[src/logic/ioc_pkg.sv]
/*
  Shared constants of the inertial output calibration block: register
  byte addresses, field widths, reset values, frame layout and command bits.
  Assumes nothing of its surroundings; imported by scoped name only.
*/
`default_nettype none
package ioc_pkg;
  // ----------------------------------------------------------------
  // register byte addresses (6-bit space, even = lower byte)
  // ----------------------------------------------------------------
  localparam logic [5:0] A_XA_OUT  = 6'h04;
  localparam logic [5:0] A_YA_OUT  = 6'h06;
  localparam logic [5:0] A_XT_OUT  = 6'h0C;
  localparam logic [5:0] A_YT_OUT  = 6'h0E;
  localparam logic [5:0] A_XA_OFS  = 6'h10;
  localparam logic [5:0] A_YA_OFS  = 6'h12;
  localparam logic [5:0] A_XA_GAIN = 6'h14;
  localparam logic [5:0] A_YA_GAIN = 6'h16;
  localparam logic [5:0] A_XT_OFS  = 6'h18;
  localparam logic [5:0] A_YT_OFS  = 6'h1A;
  localparam logic [5:0] A_XT_GAIN = 6'h1C;
  localparam logic [5:0] A_YT_GAIN = 6'h1E;
  localparam logic [5:0] A_AVG     = 6'h38;
  localparam logic [5:0] A_CMD     = 6'h3E;
  // ----------------------------------------------------------------
  // field widths and values
  // ----------------------------------------------------------------
  localparam int RAW_W      = 14;
  localparam int ACC_OFS_W  = 12;
  localparam int TILT_OFS_W = 9;
  localparam int GAIN_W     = 12;
  localparam int GAIN_FRAC  = 11;
  localparam logic [11:0] OFS_RST  = 12'h000;
  localparam logic [11:0] GAIN_RST = 12'h800;
  localparam logic [15:0] AVG_RST  = 16'h0000;
  localparam logic signed [16:0] ACC_OFS_MAX  = 17'sh007FF;
  localparam logic signed [16:0] TILT_OFS_MAX = 17'sh000FF;
  // ----------------------------------------------------------------
  // serial frame layout and command bits
  // ----------------------------------------------------------------
  localparam logic [4:0] FRAME_BITS = 5'h10;
  localparam int WR_BIT    = 15;
  localparam int ADDR_HI   = 13;
  localparam int ADDR_LO   = 8;
  localparam int CMD_NULL  = 0;
  localparam int CMD_FLASH = 3;
  // ----------------------------------------------------------------
  // nonvolatile store: eight calibration words plus a validity mark
  // ----------------------------------------------------------------
  localparam int NV_WORDS = 9;
  localparam int NV_SIG_IDX = 8;
  localparam logic [4:0] NV_BASE_W = 5'h08;
  localparam logic [15:0] NV_SIG = 16'hA5C3;  // arbitrary marker value
  typedef enum logic {IOC_RESTORE, IOC_RUN} ioc_phase_t;
endpackage
`default_nettype wire

[src/logic/ioc_cal_axis.sv]
/*
  One calibration lane: result = gain * (raw + offset), gain unity at
  2^GAIN_FRAC, saturated to the raw range and sign-extended.
  Purely combinational; the instantiating module registers the result.
*/
`timescale 1ns/10ps
`default_nettype none
module ioc_cal_axis #(
  parameter int RAW_W  = 14,
  parameter int OFS_W  = 12,
  parameter int GAIN_W = 12,
  parameter int FRAC   = 11,
  parameter int OUT_W  = 16
) (
  input  wire logic [RAW_W-1:0]  raw,     // uncalibrated sample, signed
  input  wire logic [OFS_W-1:0]  offset,  // signed offset
  input  wire logic [GAIN_W-1:0] gain,    // unsigned gain
  output logic      [OUT_W-1:0]  result   // calibrated sample
);
  localparam int P_W = RAW_W + GAIN_W + 2;
  localparam logic signed [P_W-1:0] HI = P_W'((64'sd1 <<< (RAW_W-1)) - 64'sd1);
  localparam logic signed [P_W-1:0] LO = -HI - P_W'(1);

  logic signed [RAW_W:0] sum;
  logic signed [P_W-1:0] prod;
  logic signed [P_W-1:0] scaled;
  logic signed [P_W-1:0] sat;

  always_comb begin
    sum    = (RAW_W+1)'($signed(raw)) + (RAW_W+1)'($signed(offset));
    prod   = sum * $signed({1'b0, gain});
    scaled = prod >>> FRAC;
    // saturation keeps a large gain from wrapping the sign
    if (scaled > HI) begin
      sat = HI;
    end else if (scaled < LO) begin
      sat = LO;
    end else begin
      sat = scaled;
    end
    result = OUT_W'($signed(sat[RAW_W-1:0]));
  end
endmodule
`default_nettype wire

[src/logic/ioc_top.sv]
/*
  Calibration stage of a dual-axis accelerometer / inclinometer with its
  serial register port (16-bit frames, one byte written per frame).
  Assumes raw samples arrive on MCLK with a one-cycle RAW_VALID strobe and
  that the serial pins are asynchronous to MCLK and slow against it.
  // Operation
  // - every 16-bit register has an upper byte (15:8) and lower byte (7:0), each addressed alone.
  // - accel offsets and all gains hold 12 bits, tilt offsets 9 bits, right-aligned.
  // - offsets are twos complement, gains straight binary.
  // - each calibrated output is gain times (raw sample plus offset).
  // - each of the four axes has its own offset and gain, used only for its own output.
  // - a null command loads every offset with the negated current output.
  // - accel offsets use bits 11:0, reset to zero, span +2047 to -2048.
  // - accel gains use bits 11:0, reset to 0x0800 as unity, span 0 to 4095.
  // - tilt offsets use bits 8:0, reset to zero, span +255 to -256.
  // - tilt gains use bits 11:0, reset to 0x0800, span 0 to 4095.
  // - calibration words are kept in a nonvolatile store and restored at start.
  // - the host may write any calibration register and the outputs follow it.
  // - a frame with bit 15 set writes data 7:0 to address 13:8; bit 15 clear reads.
  // - a read answers in the next frame with the odd byte first, then the even byte.
*/
`timescale 1ns/10ps
`default_nettype none
module ioc_top #(
  parameter int RAW_W = 14
) (
  input  wire logic             MCLK,               // 40 MHz clock
  input  wire logic             RST,                // async reset, high
  input  wire logic             SCLK,               // serial clock, idle high
  input  wire logic             CS_N,               // frame select, low
  input  wire logic             DIN,                // serial data in
  output logic                  DOUT,               // serial data out
  input  wire logic             RAW_VALID,          // raw samples strobe
  input  wire logic [RAW_W-1:0] RAW_X_ACCEL,        // raw x accel
  input  wire logic [RAW_W-1:0] RAW_Y_ACCEL,        // raw y accel
  input  wire logic [RAW_W-1:0] RAW_X_TILT,         // raw x tilt
  input  wire logic [RAW_W-1:0] RAW_Y_TILT,         // raw y tilt
  output logic      [15:0]      X_ACCEL_OUT,        // calibrated x accel
  output logic      [15:0]      Y_ACCEL_OUT,        // calibrated y accel
  output logic      [15:0]      X_TILT_OUT,         // calibrated x tilt
  output logic      [15:0]      Y_TILT_OUT,         // calibrated y tilt
  output logic                  OUT_VALID,          // outputs updated
  output logic      [15:0]      MOVING_AVERAGE_COUNT // to sample filter
);
  // ----------------------------------------------------------------
  // state
  // ----------------------------------------------------------------
  typedef struct packed {
    ioc_pkg::ioc_phase_t phase;
    logic [2:0]          sclk_p;
    logic [2:0]          csn_p;
    logic [1:0]          din_p;
    logic [4:0]          bit_cnt;
    logic [15:0]         rx;
    logic [15:0]         tx;
    logic                dout;
    logic [1:0][11:0]    aofs;
    logic [1:0][8:0]     tofs;
    logic [3:0][11:0]    gain;
    logic [15:0]         avg;
    logic [3:0][15:0]    out;
    logic                out_valid;
    logic                flash_req;
  } ioc_state_t;

  localparam ioc_state_t RST_S = '{
    phase:   ioc_pkg::IOC_RESTORE,
    sclk_p:  3'h7,
    csn_p:   3'h7,
    aofs:    {2{ioc_pkg::OFS_RST}},
    tofs:    {2{ioc_pkg::OFS_RST[8:0]}},
    gain:    {4{ioc_pkg::GAIN_RST}},
    avg:     ioc_pkg::AVG_RST,
    default: '0
  };

  ioc_state_t       r;
  ioc_state_t       n;
  logic [3:0][15:0] cal_res;
  logic [15:0]      nv_mem [0:ioc_pkg::NV_WORDS-1];

  // ----------------------------------------------------------------
  // helpers
  // ----------------------------------------------------------------
  // word read by address; unused calibration bits read as zero
  function automatic logic [15:0] rd_word(input ioc_state_t s, input logic [4:0] w);
    logic [15:0] d;
    d = 16'h0000;
    unique case ({w, 1'b0})
      ioc_pkg::A_XA_OUT:  d = s.out[0];
      ioc_pkg::A_YA_OUT:  d = s.out[1];
      ioc_pkg::A_XT_OUT:  d = s.out[2];
      ioc_pkg::A_YT_OUT:  d = s.out[3];
      ioc_pkg::A_XA_OFS:  d = {4'h0, s.aofs[0]};
      ioc_pkg::A_YA_OFS:  d = {4'h0, s.aofs[1]};
      ioc_pkg::A_XA_GAIN: d = {4'h0, s.gain[0]};
      ioc_pkg::A_YA_GAIN: d = {4'h0, s.gain[1]};
      ioc_pkg::A_XT_OFS:  d = {7'h00, s.tofs[0]};
      ioc_pkg::A_YT_OFS:  d = {7'h00, s.tofs[1]};
      ioc_pkg::A_XT_GAIN: d = {4'h0, s.gain[2]};
      ioc_pkg::A_YT_GAIN: d = {4'h0, s.gain[3]};
      ioc_pkg::A_AVG:     d = s.avg;
      default:            d = 16'h0000;
    endcase
    return d;
  endfunction

  // store one word; read-only and unmapped words are left alone
  function automatic ioc_state_t put_word(input ioc_state_t s, input logic [4:0] w,
                                          input logic [15:0] d);
    ioc_state_t t;
    t = s;
    unique case ({w, 1'b0})
      ioc_pkg::A_XA_OFS:  t.aofs[0] = d[11:0];
      ioc_pkg::A_YA_OFS:  t.aofs[1] = d[11:0];
      ioc_pkg::A_XA_GAIN: t.gain[0] = d[11:0];
      ioc_pkg::A_YA_GAIN: t.gain[1] = d[11:0];
      ioc_pkg::A_XT_OFS:  t.tofs[0] = d[8:0];
      ioc_pkg::A_YT_OFS:  t.tofs[1] = d[8:0];
      ioc_pkg::A_XT_GAIN: t.gain[2] = d[11:0];
      ioc_pkg::A_YT_GAIN: t.gain[3] = d[11:0];
      ioc_pkg::A_AVG:     t.avg     = d;
      default:            t = s;
    endcase
    return t;
  endfunction

  // negate an output and clamp it into the offset range
  function automatic logic [11:0] neg_sat(input logic [15:0] v,
                                          input logic signed [16:0] hi);
    logic signed [16:0] x;
    x = -(17'($signed(v)));
    if (x > hi) begin
      x = hi;
    end else if (x < -hi - 17'sd1) begin
      x = -hi - 17'sd1;
    end
    return x[11:0];
  endfunction

  // ----------------------------------------------------------------
  // per-axis datapath
  // ----------------------------------------------------------------
  ioc_cal_axis #(.RAW_W(RAW_W), .OFS_W(ioc_pkg::ACC_OFS_W)) u_xa (
    .raw    (RAW_X_ACCEL),
    .offset (r.aofs[0]),
    .gain   (r.gain[0]),
    .result (cal_res[0])
  );
  ioc_cal_axis #(.RAW_W(RAW_W), .OFS_W(ioc_pkg::ACC_OFS_W)) u_ya (
    .raw    (RAW_Y_ACCEL),
    .offset (r.aofs[1]),
    .gain   (r.gain[1]),
    .result (cal_res[1])
  );
  ioc_cal_axis #(.RAW_W(RAW_W), .OFS_W(ioc_pkg::TILT_OFS_W)) u_xt (
    .raw    (RAW_X_TILT),
    .offset (r.tofs[0]),
    .gain   (r.gain[2]),
    .result (cal_res[2])
  );
  ioc_cal_axis #(.RAW_W(RAW_W), .OFS_W(ioc_pkg::TILT_OFS_W)) u_yt (
    .raw    (RAW_Y_TILT),
    .offset (r.tofs[1]),
    .gain   (r.gain[3]),
    .result (cal_res[3])
  );

  // ----------------------------------------------------------------
  // null command offsets
  // ----------------------------------------------------------------
  // taken from the registered outputs, so a null cancels what the host
  // last read rather than a sample that is still on its way in
  logic [11:0] null_xa;
  logic [11:0] null_ya;
  logic [11:0] null_xt;
  logic [11:0] null_yt;

  assign null_xa = neg_sat(r.out[0], ioc_pkg::ACC_OFS_MAX);
  assign null_ya = neg_sat(r.out[1], ioc_pkg::ACC_OFS_MAX);
  assign null_xt = neg_sat(r.out[2], ioc_pkg::TILT_OFS_MAX);
  assign null_yt = neg_sat(r.out[3], ioc_pkg::TILT_OFS_MAX);

  // ----------------------------------------------------------------
  // next state
  // ----------------------------------------------------------------
  logic        sclk_rise;
  logic        sclk_fall;
  logic        cs_fall;
  logic        cs_rise;
  logic        frame_ok;
  logic [5:0]  f_addr;
  logic [15:0] f_word;

  always_comb begin
    n = r;
    // first stage of each synchroniser feeds only the second
    n.sclk_p = {r.sclk_p[1:0], SCLK};
    n.csn_p  = {r.csn_p[1:0], CS_N};
    n.din_p  = {r.din_p[0], DIN};
    sclk_rise = r.sclk_p[1] & ~r.sclk_p[2];
    sclk_fall = ~r.sclk_p[1] & r.sclk_p[2];
    cs_fall   = ~r.csn_p[1] & r.csn_p[2];
    cs_rise   = r.csn_p[1] & ~r.csn_p[2];
    frame_ok  = cs_rise && (r.bit_cnt == ioc_pkg::FRAME_BITS);
    f_addr    = r.rx[ioc_pkg::ADDR_HI:ioc_pkg::ADDR_LO];
    f_word    = rd_word(r, f_addr[5:1]);
    n.out_valid = 1'b0;
    n.flash_req = 1'b0;

    unique case (r.phase)
      ioc_pkg::IOC_RESTORE: begin
        // a blank or torn store leaves the reset defaults in place
        if (nv_mem[ioc_pkg::NV_SIG_IDX] == ioc_pkg::NV_SIG) begin
          for (int i = 0; i < ioc_pkg::NV_SIG_IDX; i++) begin
            n = put_word(n, ioc_pkg::NV_BASE_W + 5'(i), nv_mem[i]);
          end
        end
        n.phase = ioc_pkg::IOC_RUN;
      end
      ioc_pkg::IOC_RUN: begin
        // serial shifter: sample on rising, shift out on falling
        // each SCLK phase must span three MCLK cycles or the synchroniser
        // merges two edges into none
        if (cs_fall) begin
          n.bit_cnt = 5'h00;
        end else if (!r.csn_p[1] && sclk_rise && r.bit_cnt != ioc_pkg::FRAME_BITS) begin
          n.rx      = {r.rx[14:0], r.din_p[1]};
          n.bit_cnt = r.bit_cnt + 5'h01;
        end
        // first falling edge precedes the first sample, so keep the msb
        if (!r.csn_p[1] && sclk_fall && r.bit_cnt != 5'h00) begin
          n.tx = {r.tx[14:0], 1'b0};
        end
        // a frame shorter than 16 bits is dropped whole (a longer one acts on its first 16 bits), so a cut frame
        // never writes half a byte into a calibration word
        if (frame_ok) begin
          if (r.rx[ioc_pkg::WR_BIT]) begin
            n.tx = 16'h0000;
            if (f_addr[0]) begin
              n = put_word(n, f_addr[5:1], {r.rx[7:0], f_word[7:0]});
            end else begin
              n = put_word(n, f_addr[5:1], {f_word[15:8], r.rx[7:0]});
            end
            if (f_addr == ioc_pkg::A_CMD && r.rx[ioc_pkg::CMD_NULL]) begin
              n.aofs[0] = null_xa;
              n.aofs[1] = null_ya;
              n.tofs[0] = null_xt[8:0];  // clamped to +255/-256, upper bits repeat the sign
              n.tofs[1] = null_yt[8:0];
            end
            if (f_addr == ioc_pkg::A_CMD && r.rx[ioc_pkg::CMD_FLASH]) begin
              n.flash_req = 1'b1;
            end
          end else begin
            n.tx = f_word;
          end
        end
        if (RAW_VALID) begin
          n.out       = cal_res;
          n.out_valid = 1'b1;
        end
      end
    endcase
    n.dout = n.tx[15];
  end

  // ----------------------------------------------------------------
  // registers
  // ----------------------------------------------------------------
  always_ff @(posedge MCLK or posedge RST) begin
    if (RST) begin
      r <= RST_S;
    end else begin
      r <= n;
    end
  end

  // the store survives reset; one commit writes all words and the mark
  always_ff @(posedge MCLK) begin
    if (r.flash_req) begin
      for (int i = 0; i < ioc_pkg::NV_SIG_IDX; i++) begin
        nv_mem[i] <= rd_word(r, ioc_pkg::NV_BASE_W + 5'(i));
      end
      nv_mem[ioc_pkg::NV_SIG_IDX] <= ioc_pkg::NV_SIG;
    end
  end

  // ----------------------------------------------------------------
  // outputs
  // ----------------------------------------------------------------
  // every pin is a bit of r; no decode reaches a pin without a flop
  assign DOUT                 = r.dout;
  assign X_ACCEL_OUT          = r.out[0];
  assign Y_ACCEL_OUT          = r.out[1];
  assign X_TILT_OUT           = r.out[2];
  assign Y_TILT_OUT           = r.out[3];
  assign OUT_VALID            = r.out_valid;
  assign MOVING_AVERAGE_COUNT = r.avg;
endmodule
`default_nettype wire

[config.mk]
export PLATFORM = sky130hd
export DESIGN_NAME = ioc_top
export DESIGN_NICKNAME = d
export VERILOG_FILES = /design/src/logic/ioc_pkg.sv /design/src/logic/ioc_cal_axis.sv /design/src/logic/ioc_top.sv
export SDC_FILE = /design/constraint.sdc
export NUM_CORES = 2
export LEC_CHECK = 0
export BUFFER_PORTS_ARGS = -buffer_cell sky130_fd_sc_hd__buf_2
export CAP_MARGIN = 20
export CORE_AREA = 2 2 403 405
export CTS_CLUSTER_DIAMETER = 150
export DETAILED_ROUTE_END_ITERATION = 6
export DIE_AREA = 0 0 405 407
export GPL_TIMING_DRIVEN = 0
export HOLD_SLACK_MARGIN = 0.03
export PLACE_DENSITY = 0.5
export SYNTH_ARGS = -nofsm -noshare
export SYNTH_HDL_FRONTEND = slang
export SYNTH_HIERARCHICAL = 1
export SYNTH_SLANG_ARGS = --single-unit
[constraint.sdc]
create_clock -name MCLK -period 23 [get_ports MCLK]
set_input_delay 4.6 -clock MCLK [delete_from_list [all_inputs] [get_ports MCLK]]
set_output_delay 4.6 -clock MCLK [all_outputs]
set_load 0.005 [all_outputs]
==> results.ini <==
[drt]
ant_nets = 0
post_drt_wl_per_cell_um = 21.3
drc = 0
dr_total_vias = 38600
finalWirelength_um = 165000
drt-vias-per-instance = 4.98
detailedRoute.firstPassIterationCount = 6
drtIter0Drc = 3066

[status]
status = complete, no violations

[global_routing]
track_usage_pct = 20.1
grt_pass1_wl_um = 249000
met3_usage_pct = 3.32
top_usage_layer = met2
grt_max_degree = 114
gr-usage-met1_pct = 28.5
first_global_vias = 38900
grt_overflow = 0
grt_antenna_before_repair = 13
grt_use_met2_pct = 31.8

[worst_hold_path]
hold_path_class = reg -> reg
holdPathStages = 0

[clock_network]
cts_resized = 0
htree_levels = 2
clk_latency_ns = 0.56
hold_buffers = 0
cts_setup_buffers = 0
cts_made_buffers = 35
clkTransAtPathRegs_ns = 0.06
root_buffer = clkbuf_16
cts_tree = yes
max-clock-path-buffers = 3
cts_sinks = 308

[timing]
worst_pin_slew_ns = 1.18
setup_viol = 0
tns_ns = 0
timing.final.hold_violations = 0
finalCriticalPeriod_ns = 13.26
rsz0062_at_grt = false
fin_crit_sh_pct = 57.6
slew-limit-headroom_pct = 21.5
clock.fmax_ghz = 0.0754
finalMaxSlewViolations = 0
clock_skew_ns = 0.0269

[setup_path]
cp_slowest_cell = o211ai_1
crit_top_cell = fa_1
cpPeakStageDelay_ns = 0.68
worstSetupStartpointType = input pin
critical_path_class = in -> reg
worstPathArrival_ns = 13.69
crit_fanout = 10
required_ns = 23.43
reg2reg_depth = 34
critPathCaptureType = register

[logic_synthesis]
yosysWarnings = 6
synth_fp_nets = 6387
yosys.area_share.simple_pct = 17.4
synth-async-reset-ratio_pct = 70.8
syn_inst = 5351
post_synth_fa_ha_maj_area_fraction_pct = 35.8
synthFlopType = dfrtp_1
synth_xor_area_share_pct = 3.21
netlist_area_um2 = 47900
synth_compound_area_share_pct = 12.7
syn-mean-instance-area_um2 = 8.95
synth-seq-cells = 308
synth_edf_count = 90
muxShareOfSynthArea_pct = 2.68
synth.largest_area_cell = fa_1
synth_top_family_by_area = adder cells
post-synth-top-count-cell = inv_1
yosys.area.top_type_share_pct = 27.4
seq_area_frac_synth_pct = 17.1
yosysUniqueCellTypes = 130
synthTopCellsByCount = 929 x inv_1, 656 x fa_1, 503 x nand2_1, 318 x ha_1, 313 x and2_1
synthTopCellsByArea = fa_1 27%, dfrtp_1 11%, ha_1 8.3%, inv_1 7.3%, edfxtp_1 5.6%

[floorplanning]
start_util_pct = 29.9
die_w_um = 405
die_y_um = 407
ios = 144
dieArea_um2 = 165000
placeableCoreArea_um2 = 160000
row_count = 147

[cells_and_area]
drive_above_1_share_pct = 10.0
stdcell_count = 7746
nNetsFinal = 6590
nFillCells = 17000
postLayoutCoreUtil_pct = 33.0
synthToLayoutAreaGrowth_pct = 10.3

[placed_design]
io_buffers = 143
place_inst = 7675
place_hpwl_um = 137000
place_congestion = 0.979

[flow_run]
maxCapViolCount = 0

## registers in the layout, summed over array words and instances (netlist names)
register	count
r	131
f_addr	6
Y_ACCEL_OUT	16
Y_TILT_OUT	16
MOVING_AVERAGE_COUNT	16
nv_mem	90
OUT_VALID	1
X_ACCEL_OUT	16
X_TILT_OUT	16
## worst max-delay path, delay by kind of cell
kind,cells,cell delay [ns]
simple gates,2,0.37
mux,1,0.25
compound gates,16,3.64
buf+inv,8,1.39
fa+ha+maj,8,3.44
## through the flow
step / area (um2) / hold WS (ns) / setup WS (ns)
after CTS: 52800 / 0.359 / 9.77
after global routing: 52800 / 0.363 / 9.14
after floorplan: 47900 / 0.331 / 10.72
after global placement: 51300 / 0.338 / 8.88
after detailed placement: 51600 / 0.345 / 9.20
final: 52800 / 0.356 / 9.74
## layer usage
layer,wire (um),part of all wire (%)
met1,76100,46
met2,74100,45
met3,11000,6.6
met4,4170,2.5
met5,21,0.013
## cell families after synthesis
family                   Yosys count
AND/OR/NAND/NOR                 1596
buffers and inverters           1305
XOR/XNOR                         174
multiplexers                     118
other                              1
flip-flops                       308
AO/OA/AOI/OAI                    872
adder cells (fa/ha/maj)          977
## cell type report
cell class	instances	area (um2)	share of cell area [%]
multi-input cells	3738	34400	65.0
repair buffers	166	961	1.82
plain buffers	374	1880	3.57
diodes	6	15.0	0.0284
flip-flops and latches	308	8170	15.5
well taps	2160	2700	5.11
clock buffers	46	990	1.87
clock inverters	17	244	0.462
inverters	931	3500	6.63
## path summary, 6_finish.rpt
kind                          startpoint                       end  slack [ns]
min in group asynchronous            RST            Y_ACCEL_OUT[2]        4.20
setup reg to reg                  r[130]             X_TILT_OUT[4]       13.41
max in group asynchronous            RST  MOVING_AVERAGE_COUNT[12]       17.69
setup / recovery           RAW_X_TILT[0]             X_TILT_OUT[4]        9.74
hold / removal                    r[210]                    r[211]        0.36
hold reg to reg                   r[210]                    r[211]        0.36
## layout by cell type, fill, tap and decap left out, drive strengths merged, types with 20 or more instances in the layout
cell type	Yosys	layout
inv	929	929
fa	656	656
nand2	503	503
ha	318	318
and2	316	316
buf	137	301
clkbuf	237	284
a21oi	229	229
dfrtp	208	208
nor2	196	196
o21ai	191	191
xnor2	121	121
nand3	115	115
and3	94	94
edfxtp	90	90
mux2	84	84
a21o	77	77
nand2b	65	65
nor3	58	58
nor2b	56	56
xor2	53	53
a31oi	52	52
mux2i	34	34
nor4	31	31
o21a	29	29
nand4	25	25
a211oi	25	25
nand3b	23	23
o211ai	23	23
or3	22	22
a22o	20	20
Power is not shown: default switching activity piles up to over one toggle a cycle in this logic, so the estimate is an artifact.
